## src/osc_ctrl_pkg.sv

```systemverilog
// Package for the oscillator control bits block: register map, field
// positions, unlock keys, reset values and bus carriers.
// Assumes a 32-bit AHB-Lite register bus clocked by hclk.
package osc_ctrl_pkg;

   // Register byte offsets
   localparam logic [7:0] OFF_OSC_CONTROL = 8'h00;  // Oscillator control bits
   localparam logic [7:0] OFF_UNLOCK_KEY = 8'h04;   // Unlock key port
   localparam logic [7:0] OFF_IRQ_STATUS = 8'h08;   // Sticky events, clear on read
   localparam logic [7:0] OFF_IRQ_MASK = 8'h0c;     // Interrupt mask
   localparam logic [7:0] OFF_NEW_OSC = 8'h10;      // New oscillator selection
   localparam logic [7:0] OFF_CUR_OSC = 8'h14;      // Current oscillator, read only

   // Field positions in the control register
   localparam int unsigned BIT_SWITCH_REQ = 0;
   localparam int unsigned BIT_SOSC_EN = 1;
   localparam int unsigned BIT_USB_RC = 2;
   localparam int unsigned BIT_CLK_FAIL = 3;

   // Event bits in status and mask
   localparam int unsigned EV_CLK_FAIL = 0;
   localparam int unsigned EV_SWITCH_DONE = 1;
   localparam int unsigned EV_LOCK_VIOL = 2;
   localparam int unsigned EV_WIDTH = 3;

   localparam int unsigned OSC_SEL_W = 3;

   // Unlock keys, written in order to the key port
   localparam logic [31:0] UNLOCK_KEY1 = 32'haa996655;
   localparam logic [31:0] UNLOCK_KEY2 = 32'h556699aa;

   // Reset values
   localparam logic [3:0] CTRL_RESET = 4'h0;
   localparam logic [OSC_SEL_W-1:0] OSC_SEL_RESET = 3'h0;
   localparam logic [EV_WIDTH-1:0] EV_RESET = 3'h0;

   // AHB transfer type codes
   localparam logic [1:0] HTRANS_NONSEQ = 2'b10;

   // Request handshake toward the oscillator switcher
   typedef struct packed {
      logic req;
      logic [OSC_SEL_W-1:0] sel;
   } switch_req_t;

   // Latched AHB address phase
   typedef struct packed {
      logic valid;
      logic write;
      logic [7:0] addr;
   } ahb_phase_t;

endpackage

```

## src/osc_unlock.sv

```systemverilog
// Unlock sequencer: two keys written in order open a one-write window.
// Assumes key writes and control writes arrive as one-cycle strobes on hclk.
`timescale 1ns/10ps
module osc_unlock
   import osc_ctrl_pkg::*;
(
   input wire logic hclk,
   input wire logic hresetn,
   input wire logic key_wr,
   input wire logic [31:0] key_data,
   input wire logic ctrl_wr,
   output logic unlocked
);

   typedef enum logic [1:0] {LOCKED, KEY1_SEEN, OPEN} lock_state_t;

   lock_state_t state_q;  // Sequence position
   lock_state_t state_d;

   // Any wrong key drops back to locked; a control write consumes the window
   always_comb begin
      state_d = state_q;
      unique case (state_q)
         LOCKED: begin
            if (key_wr && key_data == UNLOCK_KEY1) begin
               state_d = KEY1_SEEN;
            end
         end
         KEY1_SEEN: begin
            if (key_wr) begin
               state_d = (key_data == UNLOCK_KEY2) ? OPEN : LOCKED;
            end else if (ctrl_wr) begin
               state_d = LOCKED;
            end
         end
         OPEN: begin
            if (ctrl_wr || key_wr) begin
               state_d = LOCKED;
            end
         end
         default: state_d = LOCKED;
      endcase
   end

   // State register
   always_ff @(posedge hclk or negedge hresetn) begin
      if (!hresetn) begin
         state_q <= LOCKED;
      end else begin
         state_q <= state_d;
      end
   end

   assign unlocked = (state_q == OPEN);

endmodule

```

## src/osc_switcher.sv

```systemverilog
// Oscillator switch sequencer: takes a request, waits a settle time,
// then reports completion and the new current oscillator.
// Assumes requests come from the register block on the same clock.
`timescale 1ns/10ps
module osc_switcher
   import osc_ctrl_pkg::*;
#(
   parameter int unsigned SETTLE_CYCLES = 16
)(
   input wire logic hclk,
   input wire logic hresetn,
   input wire switch_req_t sw_req,
   output logic busy,
   output logic done,
   output logic [OSC_SEL_W-1:0] cur_osc
);

   localparam int unsigned CW = $clog2(SETTLE_CYCLES + 1);
   localparam logic [CW-1:0] SETTLE_LAST = CW'(SETTLE_CYCLES - 1);

   logic [CW-1:0] cnt_q;  // Settle count, counts up to SETTLE_LAST
   logic busy_q;          // Switch in progress
   logic done_q;          // One-cycle completion pulse
   logic [OSC_SEL_W-1:0] cur_q;
   logic [OSC_SEL_W-1:0] tgt_q;

   wire start = sw_req.req && !busy_q && !done_q;
   wire finish = busy_q && (cnt_q == SETTLE_LAST);

   // Count the settle time; the clock mux changes only at the end
   always_ff @(posedge hclk or negedge hresetn) begin
      if (!hresetn) begin
         cnt_q <= '0;
         busy_q <= 1'b0;
         done_q <= 1'b0;
         cur_q <= OSC_SEL_RESET;
         tgt_q <= OSC_SEL_RESET;
      end else begin
         done_q <= finish;
         if (start) begin
            busy_q <= 1'b1;
            cnt_q <= '0;
            tgt_q <= sw_req.sel;
         end else if (finish) begin
            busy_q <= 1'b0;
            cur_q <= tgt_q;
         end else if (busy_q) begin
            cnt_q <= cnt_q + 1'b1;
         end
      end
   end

   assign busy = busy_q;
   assign done = done_q;
   assign cur_osc = cur_q;

endmodule

```

## src/osc_ctrl.sv

```systemverilog
// Oscillator control bits with AHB-Lite register slave, unlock protection,
// clock-fail capture and a sticky interrupt.
// Assumes a single AHB-Lite master on hclk and fail detect from the monitor.
//
// Implementation choices: the register addresses and the AHB-Lite register port.
`timescale 1ns/10ps
module osc_ctrl
   import osc_ctrl_pkg::*;
#(
   parameter bit HAS_USB = 1'b1,
   parameter int unsigned SETTLE_CYCLES = 16
)(
   input wire logic hclk,
   input wire logic hresetn,
   input wire logic hsel,
   input wire logic [31:0] haddr,
   input wire logic [1:0] htrans,
   input wire logic hwrite,
   input wire logic [2:0] hsize,
   input wire logic [31:0] hwdata,
   input wire logic hready,
   output logic hreadyout,
   output logic hresp,
   output logic [31:0] hrdata,
   input wire logic clock_fail_in,
   output logic usb_rc_clock_select,
   output logic secondary_osc_enable,
   output logic [OSC_SEL_W-1:0] current_osc,
   output logic osc_irq
);

   ahb_phase_t ph_q;  // Address phase held for the data phase
   logic [31:0] rdata_q;  // Registered read data
   logic cf_meta_q;  // First synchroniser stage for the monitor input
   logic cf_sync_q;  // Second synchroniser stage
   logic cf_flag_q;  // Clock-fail status bit
   logic usb_rc_q;
   logic sosc_q;
   logic swreq_q;
   logic [OSC_SEL_W-1:0] nosc_q;
   logic [EV_WIDTH-1:0] ev_stat_q;
   logic [EV_WIDTH-1:0] ev_mask_q;
   logic unlocked;
   logic sw_done;
   logic [OSC_SEL_W-1:0] cur_osc;
   switch_req_t sw_req;

   // Address phase decode
   wire addr_take = hsel && hready && htrans == HTRANS_NONSEQ;
   wire wr_ctrl = ph_q.valid && ph_q.write && ph_q.addr == OFF_OSC_CONTROL;
   wire wr_key = ph_q.valid && ph_q.write && ph_q.addr == OFF_UNLOCK_KEY;
   wire wr_mask = ph_q.valid && ph_q.write && ph_q.addr == OFF_IRQ_MASK;
   wire wr_nosc = ph_q.valid && ph_q.write && ph_q.addr == OFF_NEW_OSC;
   wire rd_now = addr_take && !hwrite;
   wire [7:0] rd_addr = haddr[7:0];
   wire rd_stat = rd_now && rd_addr == OFF_IRQ_STATUS;

   // Protected write strobes
   wire ctrl_ok = wr_ctrl && unlocked;
   wire nosc_ok = wr_nosc && unlocked;
   wire lock_viol = (wr_ctrl || wr_nosc) && !unlocked;

   // Fail edge: hardware sets, nothing in software clears except reset
   wire cf_rise = cf_sync_q && !cf_flag_q;

   // Events for the sticky status
   wire [EV_WIDTH-1:0] ev_set = {lock_viol, sw_done, cf_rise};

   // Read data selection; unmapped addresses read zero
   wire [31:0] ctrl_word = {28'h0000000, cf_flag_q, usb_rc_q, sosc_q, swreq_q};
   wire [31:0] rd_mux =
      (rd_addr == OFF_OSC_CONTROL) ? ctrl_word :
      (rd_addr == OFF_IRQ_STATUS) ? {29'h0000000, ev_stat_q} :
      (rd_addr == OFF_IRQ_MASK) ? {29'h0000000, ev_mask_q} :
      (rd_addr == OFF_NEW_OSC) ? {29'h0000000, nosc_q} :
      (rd_addr == OFF_CUR_OSC) ? {29'h0000000, cur_osc} : 32'h00000000;

   // Bus address phase capture
   always_ff @(posedge hclk or negedge hresetn) begin
      if (!hresetn) begin
         ph_q <= '0;
      end else if (hready) begin
         ph_q.valid <= addr_take;
         ph_q.write <= hwrite;
         ph_q.addr <= haddr[7:0];
      end
   end

   // Read data is sampled at address phase so the data phase has no wait
   always_ff @(posedge hclk or negedge hresetn) begin
      if (!hresetn) begin
         rdata_q <= 32'h00000000;
      end else if (rd_now) begin
         rdata_q <= rd_mux;
      end
   end

   // Two-stage synchroniser on the asynchronous monitor output
   always_ff @(posedge hclk or negedge hresetn) begin
      if (!hresetn) begin
         cf_meta_q <= 1'b0;
         cf_sync_q <= 1'b0;
      end else begin
         cf_meta_q <= clock_fail_in;
         cf_sync_q <= cf_meta_q;
      end
   end

   // Clock-fail bit sticks once detected, cleared only by reset
   always_ff @(posedge hclk or negedge hresetn) begin
      if (!hresetn) begin
         cf_flag_q <= 1'b0;
      end else if (cf_sync_q) begin
         cf_flag_q <= 1'b1;
      end
   end

   // Writable control bits behind the unlock window
   always_ff @(posedge hclk or negedge hresetn) begin
      if (!hresetn) begin
         usb_rc_q <= CTRL_RESET[BIT_USB_RC];
         sosc_q <= CTRL_RESET[BIT_SOSC_EN];
      end else if (ctrl_ok) begin
         usb_rc_q <= HAS_USB ? hwdata[BIT_USB_RC] : 1'b0;
         sosc_q <= hwdata[BIT_SOSC_EN];
      end
   end

   // Switch request: software sets it, only completion clears it
   always_ff @(posedge hclk or negedge hresetn) begin
      if (!hresetn) begin
         swreq_q <= CTRL_RESET[BIT_SWITCH_REQ];
      end else if (ctrl_ok && hwdata[BIT_SWITCH_REQ]) begin
         swreq_q <= 1'b1;
      end else if (sw_done) begin
         swreq_q <= 1'b0;
      end
   end

   // New oscillator selection, frozen while a switch runs
   always_ff @(posedge hclk or negedge hresetn) begin
      if (!hresetn) begin
         nosc_q <= OSC_SEL_RESET;
      end else if (nosc_ok && !swreq_q) begin
         nosc_q <= hwdata[OSC_SEL_W-1:0];
      end
   end

   // Interrupt mask
   always_ff @(posedge hclk or negedge hresetn) begin
      if (!hresetn) begin
         ev_mask_q <= EV_RESET;
      end else if (wr_mask) begin
         ev_mask_q <= hwdata[EV_WIDTH-1:0];
      end
   end

   // Sticky status: a read clears it, but a same-cycle event still sets
   always_ff @(posedge hclk or negedge hresetn) begin
      if (!hresetn) begin
         ev_stat_q <= EV_RESET;
      end else begin
         ev_stat_q <= (rd_stat ? EV_RESET : ev_stat_q) | ev_set;
      end
   end

   // Unlock sequencer
   osc_unlock u_unlock (
      .hclk(hclk),
      .hresetn(hresetn),
      .key_wr(wr_key),
      .key_data(hwdata),
      .ctrl_wr(wr_ctrl || wr_nosc),
      .unlocked(unlocked)
   );

   assign sw_req.req = swreq_q;
   assign sw_req.sel = nosc_q;

   // Switch sequencer
   osc_switcher #(
      .SETTLE_CYCLES(SETTLE_CYCLES)
   ) u_switcher (
      .hclk(hclk),
      .hresetn(hresetn),
      .sw_req(sw_req),
      .busy(),
      .done(sw_done),
      .cur_osc(cur_osc)
   );

   // Outputs
   assign hreadyout = 1'b1;
   assign hresp = 1'b0;
   assign hrdata = rdata_q;
   assign usb_rc_clock_select = usb_rc_q && HAS_USB;
   assign secondary_osc_enable = sosc_q;
   assign current_osc = cur_osc;
   assign osc_irq = |(ev_stat_q & ev_mask_q);

endmodule

```

## config.mk

```make
export PLATFORM = sky130hd
export DESIGN_NAME = osc_ctrl
export DESIGN_NICKNAME = d
export VERILOG_FILES = /design/src/osc_ctrl_pkg.sv /design/src/osc_unlock.sv /design/src/osc_switcher.sv /design/src/osc_ctrl.sv
export SDC_FILE = /design/constraint.sdc
export NUM_CORES = 1
export LEC_CHECK = 0
export BUFFER_PORTS_ARGS = -buffer_cell sky130_fd_sc_hd__buf_2
export CAP_MARGIN = 0
export CORE_MARGIN = 3
export CORE_UTILIZATION = 30
export CTS_BUF_LIST = sky130_fd_sc_hd__clkbuf_16
export DETAILED_ROUTE_END_ITERATION = 12
export MAX_ROUTING_LAYER = met4
export PLACE_DENSITY_LB_ADDON = 0.12
export SYNTH_ARGS = -nofsm -noshare
export SYNTH_HDL_FRONTEND = slang
export SYNTH_HIERARCHICAL = 1
export SYNTH_SLANG_ARGS = --single-unit
```

## constraint.sdc

```tcl
create_clock -name hclk -period 5.4 [get_ports hclk]
set_input_delay 0 -clock hclk [delete_from_list [all_inputs] [get_ports hclk]]
set_output_delay 0 -clock hclk [all_outputs]
set_load 0.1 [all_outputs]
```

==> reports/qor.yml, run 1 <==
cts_root_buffer: "clkbuf_16"
final.min_clock_period_ps: 2310
totalWireLength_mm: 5.45
syn_area_um2: 2470
crit_buf_inv: 0
min_to: "u_unlock/state_q[0]$_DFFE_PN0P_"
path_cells: "or4_4 > nor2_1 > nor4bb_1 > and4bb_2 > nand4_1 > o31ai_1"
slowest_delay_ps: 570
clk_pin_slew_worst_paths_ps: 60
p_int_mw: 0.542
start_util: 0.314
antenna_found_initial: 0
synthMuxAreaShare: 0.108
fin_ws_ps: 3090
critPathMaxFanout: 3
clk_latency_ps: 280
p_leak_nw: 1.41
clock_sinks: 44
grt_pass1_wl_mm: 8.96
reg2reg_to: "u_unlock/state_q[0]$_DFFE_PN0P_"
max_freq_mhz: 432
drt_iter0_drc: 78
path_depth: 6
die_y_um: 96.7
synth_most_common_cell: "dfrtp_1"
yosysUniqueCellTypes: 52
p_comb_frac: 0.206
synth-seq-area-share: 0.446
vias: 1827
post-place-cells: 379
drv_slew: 0
arrival_ps: 2490
htree_levels: 2
gp_congestion: 0.733
synth_edf_count: 0
synth_top_family_by_area: "simple AND/OR/NAND/NOR gates"
wl_per_cell_um: 13.8
final_nets: 369
yosys_warnings: 6
startpoint_type: "flop"
setup_viol: 0
grt_use_total: 0.119
hold_class: "in -> reg"
finalSetupTns_ps: 0
placeableCoreArea_um2: 7850
rsz0062_at_grt: "no"
maxSlewHeadroom: 0.337
ys_ff_latch: 44
synth-xor-area-share: 0.00355
r2r_start: "ph_q[0]$_DFFE_PN0P_"
cellPowerDensity_nw_per_um2: 268
fin_cells: 395
placed_area_um2: 2730
route.detailed.drc: 0
worstMarginPinSlew_ps: 994
r2r_cells: 6
dieArea_um2: 9350
place_hpwl_mm: 4.21
final_cell_area_um2: 2950
io-pin-count: 115
dp_slack_ps: 3070
diodes: 0
areaGrowthSynthToFinish_pct: 19.4
synth_fa_ha_area_frac: 0.0101
cts_buffer_depth: 2
drtAntennaViolNets: 0
critPathKind: "reg -> reg"
drive_gt1_frac: 0.331
swShare: 0.315
synth_top_area_share: 0.446
hold_viol: 0
fin_crit_sh: 0.429
yosysTopAreaCell: "dfrtp_1"
hp-start: "hwdata[19]"
die_w_um: 96.7
drt_pass1_iterations: 5
routed_via_density: 4.63
synth_common_cells: "44 x dfrtp_1, 30 x buf_4, 21 x mux2_2"
fillCellCount: 808
grt_pass1_vias: 1843
avgSynthCellArea_um2: 10.8
power_switching_mw: 0.249
synthArstFlopShare: 1.00
r2r_setup_slack_ps: 3090
synthTopCellsByArea: "dfrtp_1 45%, mux2_2 9.6%, buf_4 9.1%"
fin_skew_ps: 2.77
status: "complete, no violations"
numCtsBuffers: 5
holdPathStages: 3
synth-simple-area-share: 0.229
critPathTopFamily: "simple AND/OR/NAND/NOR gates"
synth_compound_area_frac: 0.0816
gr-total-overflow: 0
end_kind: "flop"
ir_worst_vdd_uv: 144
cpMaxStageDelayCell: "or4_4"
cp.required_ps: 5580
maxCapViolations: 0
p_seq_frac: 0.441
grt_max_degree: 45
io_buffers: 57
ys.flop_type: "dfrtp_1"
clkPwrFrac: 0.353
rows: 32
cts_tree: "built"
postSynthCellCount: 228
-- sequential cells by signal (all words and copies together), names as in the netlist, 2 cells and up --
name and count:
hrdata 4, ph_q 10, u_unlock/state_q 2, u_switcher/cur_osc 3
ev_mask_q 3, ev_stat_q 3, u_switcher/tgt_q 3, u_switcher/cnt_q 5
nosc_q 3
-- stage by stage --
stage / hold WS (ps) / utilization / total power [mW]
2_1_floorplan: -296 / - / 0.495
3_3_place_gp: 109 / 0.348 / 0.514
3_5_place_dp: 111 / 0.348 / 0.514
4_1_cts: 7.78 / 0.375 / 0.804
5_1_grt: 31.2 / 0.375 / 0.824
6_report: 11.9 / 0.375 / 0.791
-- cell type report --
type | count | area [um^2] | share of cell area
flip-flops and latches | 44 | 1100 | 0.374
multi-input cells | 166 | 1180 | 0.400
repair buffers | 65 | 365 | 0.124
inverters | 10 | 37.5 | 0.0127
clock inverters | 3 | 11.3 | 0.00382
well taps | 102 | 128 | 0.0433
clock buffers | 5 | 125 | 0.0425
-- worst register-to-register path: stages (launching register included) --
cell      delay (ps)
dfrtp_1          380
or4_4            570
nor2_1           150
nor4bb_1         490
and4bb_2         300
nand4_1           70
o31ai_1          260
-- layout by cell type, fill, tap and decap left out, types with 2 or more instances in the layout --
cell type      instances
nor2_1                 7
a32o_1                 2
nor2b_1                5
inv_1                 12
nand3b_1               5
nand4bb_1              2
clkbuf_16              5
buf_2                 57
conb_1                30
or3_1                  2
nand2_1               20
and4bb_1               2
a22oi_1                2
nor4bb_1               6
mux2i_1                3
nand3_1                5
ha_1                   2
dfrtp_1               44
nand4_1                3
a22o_1                 2
o2111ai_1              2
a21oi_1                4
o21ai_0                8
a222oi_1               2
dlygate4sd3_1          8
and4bb_2               4
mux2_2                21
nor3_1                 4
-- routing by layer --
layer / vias up / track usage / part of all wire
met5: - / - / 0
met4: 0 / 0.0259 / 0.0077
met3: 5 / 0.0281 / 0.051
met2: 50 / 0.195 / 0.49
met1: 880 / 0.150 / 0.45
li1: 892 / - / -
-- repair_timing --
action / CTS / global route
hold endpoints to repair: 51 / 0
gates resized for setup: 0 / 0
hold buffers: 8 / 0
buffers inserted: 0 / 0
-- kinds of logic after synthesis --
group	Yosys count
AND/OR/NAND/NOR	81
buffers and inverters	46
flip-flops	44
AO/OA/AOI/OAI	28
multiplexers	24
adder cells (fa/ha/maj)	2
other	2
XOR/XNOR	1
-- worst max-delay path by stage --
stage | endpoint | slack, ps | startpoint
after floorplan | u_unlock/state_q[0]$_DFFE_PN0P_ | 3360 | ph_q[0]$_DFFE_PN0P_
after detailed placement | u_unlock/state_q[0]$_DFFE_PN0P_ | 3070 | ph_q[0]$_DFFE_PN0P_
after global placement | u_unlock/state_q[0]$_DFFE_PN0P_ | 3120 | ph_q[0]$_DFFE_PN0P_
after CTS | u_unlock/state_q[0]$_DFFE_PN0P_ | 3060 | ph_q[0]$_DFFE_PN0P_
after global routing | u_unlock/state_q[0]$_DFFE_PN0P_ | 2880 | ph_q[0]$_DFFE_PN0P_
final | u_unlock/state_q[0]$_DFFE_PN0P_ | 3090 | ph_q[0]$_DFFE_PN0P_
-- power by group through the flow --
stage	Combinational, mW	Sequential (mW)	Clock (mW)
after floorplan	0.141	0.354	0
after global placement	0.159	0.355	0
after detailed placement	0.160	0.355	0
after CTS	0.164	0.349	0.291
after global routing	0.173	0.350	0.301
final	0.163	0.349	0.279
No activity file was read; power rests on OpenSTA's default activity.
==> inputs of run 2 (changes only) <==
Clock period 5.4 ns to 2.2 ns, I/O delays scaled along.
==> run 2 against run 1 <==
Clock skew rose by 0.92 ps. Critical path depth up 1. Maximum frequency up 11%. Die area did not move. Register-to-register slack lost 3000 ps. Global-route usage is 0.45 points higher. Critical path type unchanged. Clock-buffer cell count unchanged. Core utilization rose by 0.67 points. Routed wire length up 3.2%.
==> reports/qor.yml, run 2 (same netlist as run 1, synthesis figures left out) <==
drt_pass1_iterations: 4
seqCellArea_um2: 1100
fin_util: 0.382
fin_cells: 400
dieArea_um2: 9350
io_buffers: 57
p_int_mw: 1.34
grt_pass1_vias: 1886
totalWireLength_mm: 5.63
worstMarginPinSlew_ps: 572
startpoint_type: "flop"
path_cells: "or4_4 > nor2_2 > nor4bb_2 > buf_4 > and4bb_2 > nand4_1 > o31ai_1"
critPathKind: "reg -> reg"
grt_pass1_wl_mm: 9.17
gr-total-overflow: 0
fillCellCount: 797
vias: 1840
diodes: 0
start_util: 0.314
maxSlewHeadroom: 0.618
ir_worst_vdd_uv: 312
drt_iter0_drc: 56
rsz0062_at_grt: "no"
cts_buffer_depth: 2
max_freq_mhz: 478
arrival_ps: 2270
final_nets: 374
cts_root_buffer: "clkbuf_16"
critPathMaxFanout: 3
io-pin-count: 115
fin_skew_ps: 3.68
drive_gt1_frac: 0.349
most-common-layout-cells: "57 x buf_2, 44 x dfrtp_1, 30 x conb_1, 21 x mux2_2, 20 x nand2_1"
route.detailed.drc: 0
largest_register: "ph_q"
hold_viol: 0
p_seq_frac: 0.436
final.min_clock_period_ps: 2090
clk_pin_slew_worst_paths_ps: 60
drv_slew: 0
multiInputGateArea_um2: 1190
p_leak_nw: 1.43
final_cell_area_um2: 3000
grt_use_total: 0.123
clkPwrFrac: 0.358
placeableCoreArea_um2: 7850
grt_max_degree: 26
routed_via_density: 4.60
cellPowerDensity_nw_per_um2: 654
fin_ws_ps: 108
cp.required_ps: 2380
maxCapViolations: 0
wl_per_cell_um: 14.1
end_kind: "flop"
die_w_um: 96.7
finalSetupTns_ps: 0
clk_latency_ps: 280
place_hpwl_mm: 4.39
hold_class: "in -> reg"
setup_viol: 0
numCtsBuffers: 5
cts_tree: "built"
power_switching_mw: 0.626
fin_crit_sh: 0.951
swShare: 0.319
htree_levels: 2
final_common_cell: "buf_2"
cpMaxStageDelayCell: "or4_4"
p_comb_frac: 0.206
gp_congestion: 0.731
antenna_found_initial: 0
slowest_delay_ps: 570
status: "complete, no violations"
rows: 32
post-place-cells: 383
placed_area_um2: 2760
areaGrowthSynthToFinish_pct: 21.6
drtAntennaViolNets: 0
largest_reg_flops: 10
die_y_um: 96.7
dp_slack_ps: 3.51
clock_sinks: 44
## run 2: worst max-delay path: cells and delay by family, from the launching register on
family	cells	cell delay [ps]
AND/OR/NAND/NOR	5	1240
flip-flops	1	380
AO/OA/AOI/OAI	1	210
buffers and inverters	1	170
## run 2: layout make-up
type                            count  share of cell area
Clock buffer                        5              0.0417
Clock inverter                      3             0.00501
Inverter                           10              0.0125
Multi-Input combinational cell    166               0.396
Sequential cell                    44               0.367
Tap cell                          102              0.0426
Timing Repair Buffer               70               0.135
## run 2: power groups by stage
| stage | sequential, mW | combinational [mW] | clock [mW] |
|---|---|---|---|
| CTS | 0.856 | 0.406 | 0.729 |
| floorplan | 0.870 | 0.346 | 0 |
| finish | 0.857 | 0.404 | 0.702 |
| detailed placement | 0.871 | 0.393 | 0 |
| global placement | 0.871 | 0.392 | 0 |
| global route | 0.860 | 0.426 | 0.756 |
## run 2: per-layer routing
metal,GRT usage,vias to the layer above,share of wire
met3,0.0310,5,0.047
met4,0.0356,0,0.0092
met2,0.201,54,0.50
met5,-,-,0
met1,0.153,882,0.45
li1,-,899,-
## run 2: final timing paths
path	start	to	slack, ps	cells past startpoint
min reg2reg	cf_meta_q$_DFF_PN0_	cf_sync_q$_DFF_PN0_	350	0
max	ph_q[0]$_DFFE_PN0P_	u_unlock/state_q[0]$_DFFE_PN0P_	110	7
max reg2reg	ph_q[0]$_DFFE_PN0P_	u_unlock/state_q[0]$_DFFE_PN0P_	110	7
min in group asynchronous	hresetn	ph_q[5]$_DFFE_PN0P_	200	2
max in group asynchronous	hresetn	secondary_osc_enable$_DFFE_PN0P_	1310	3
min	hwdata[12]	u_unlock/state_q[0]$_DFFE_PN0P_	30	4
## run 2: what timing repair did
| item | 4_1_cts | 5_1_grt |
|---|---|---|
| resized for setup | 0 | 2 |
| hold endpoints to repair | 27 | 0 |
| endpoints found under the setup margin | 1 | 2 |
| buffers inserted | 0 | 0 |
| hold buffers | 9 | 0 |
| pin swaps | 1 | 1 |
## run 2: metrics by stage
step | power (mW) | hold WS (ps)
floorplan | 1.22 | -296
global placement | 1.26 | -16.1
detailed placement | 1.26 | -20.6
CTS | 1.99 | 23.5
global route | 2.04 | 33.8
finish | 1.96 | 28.0
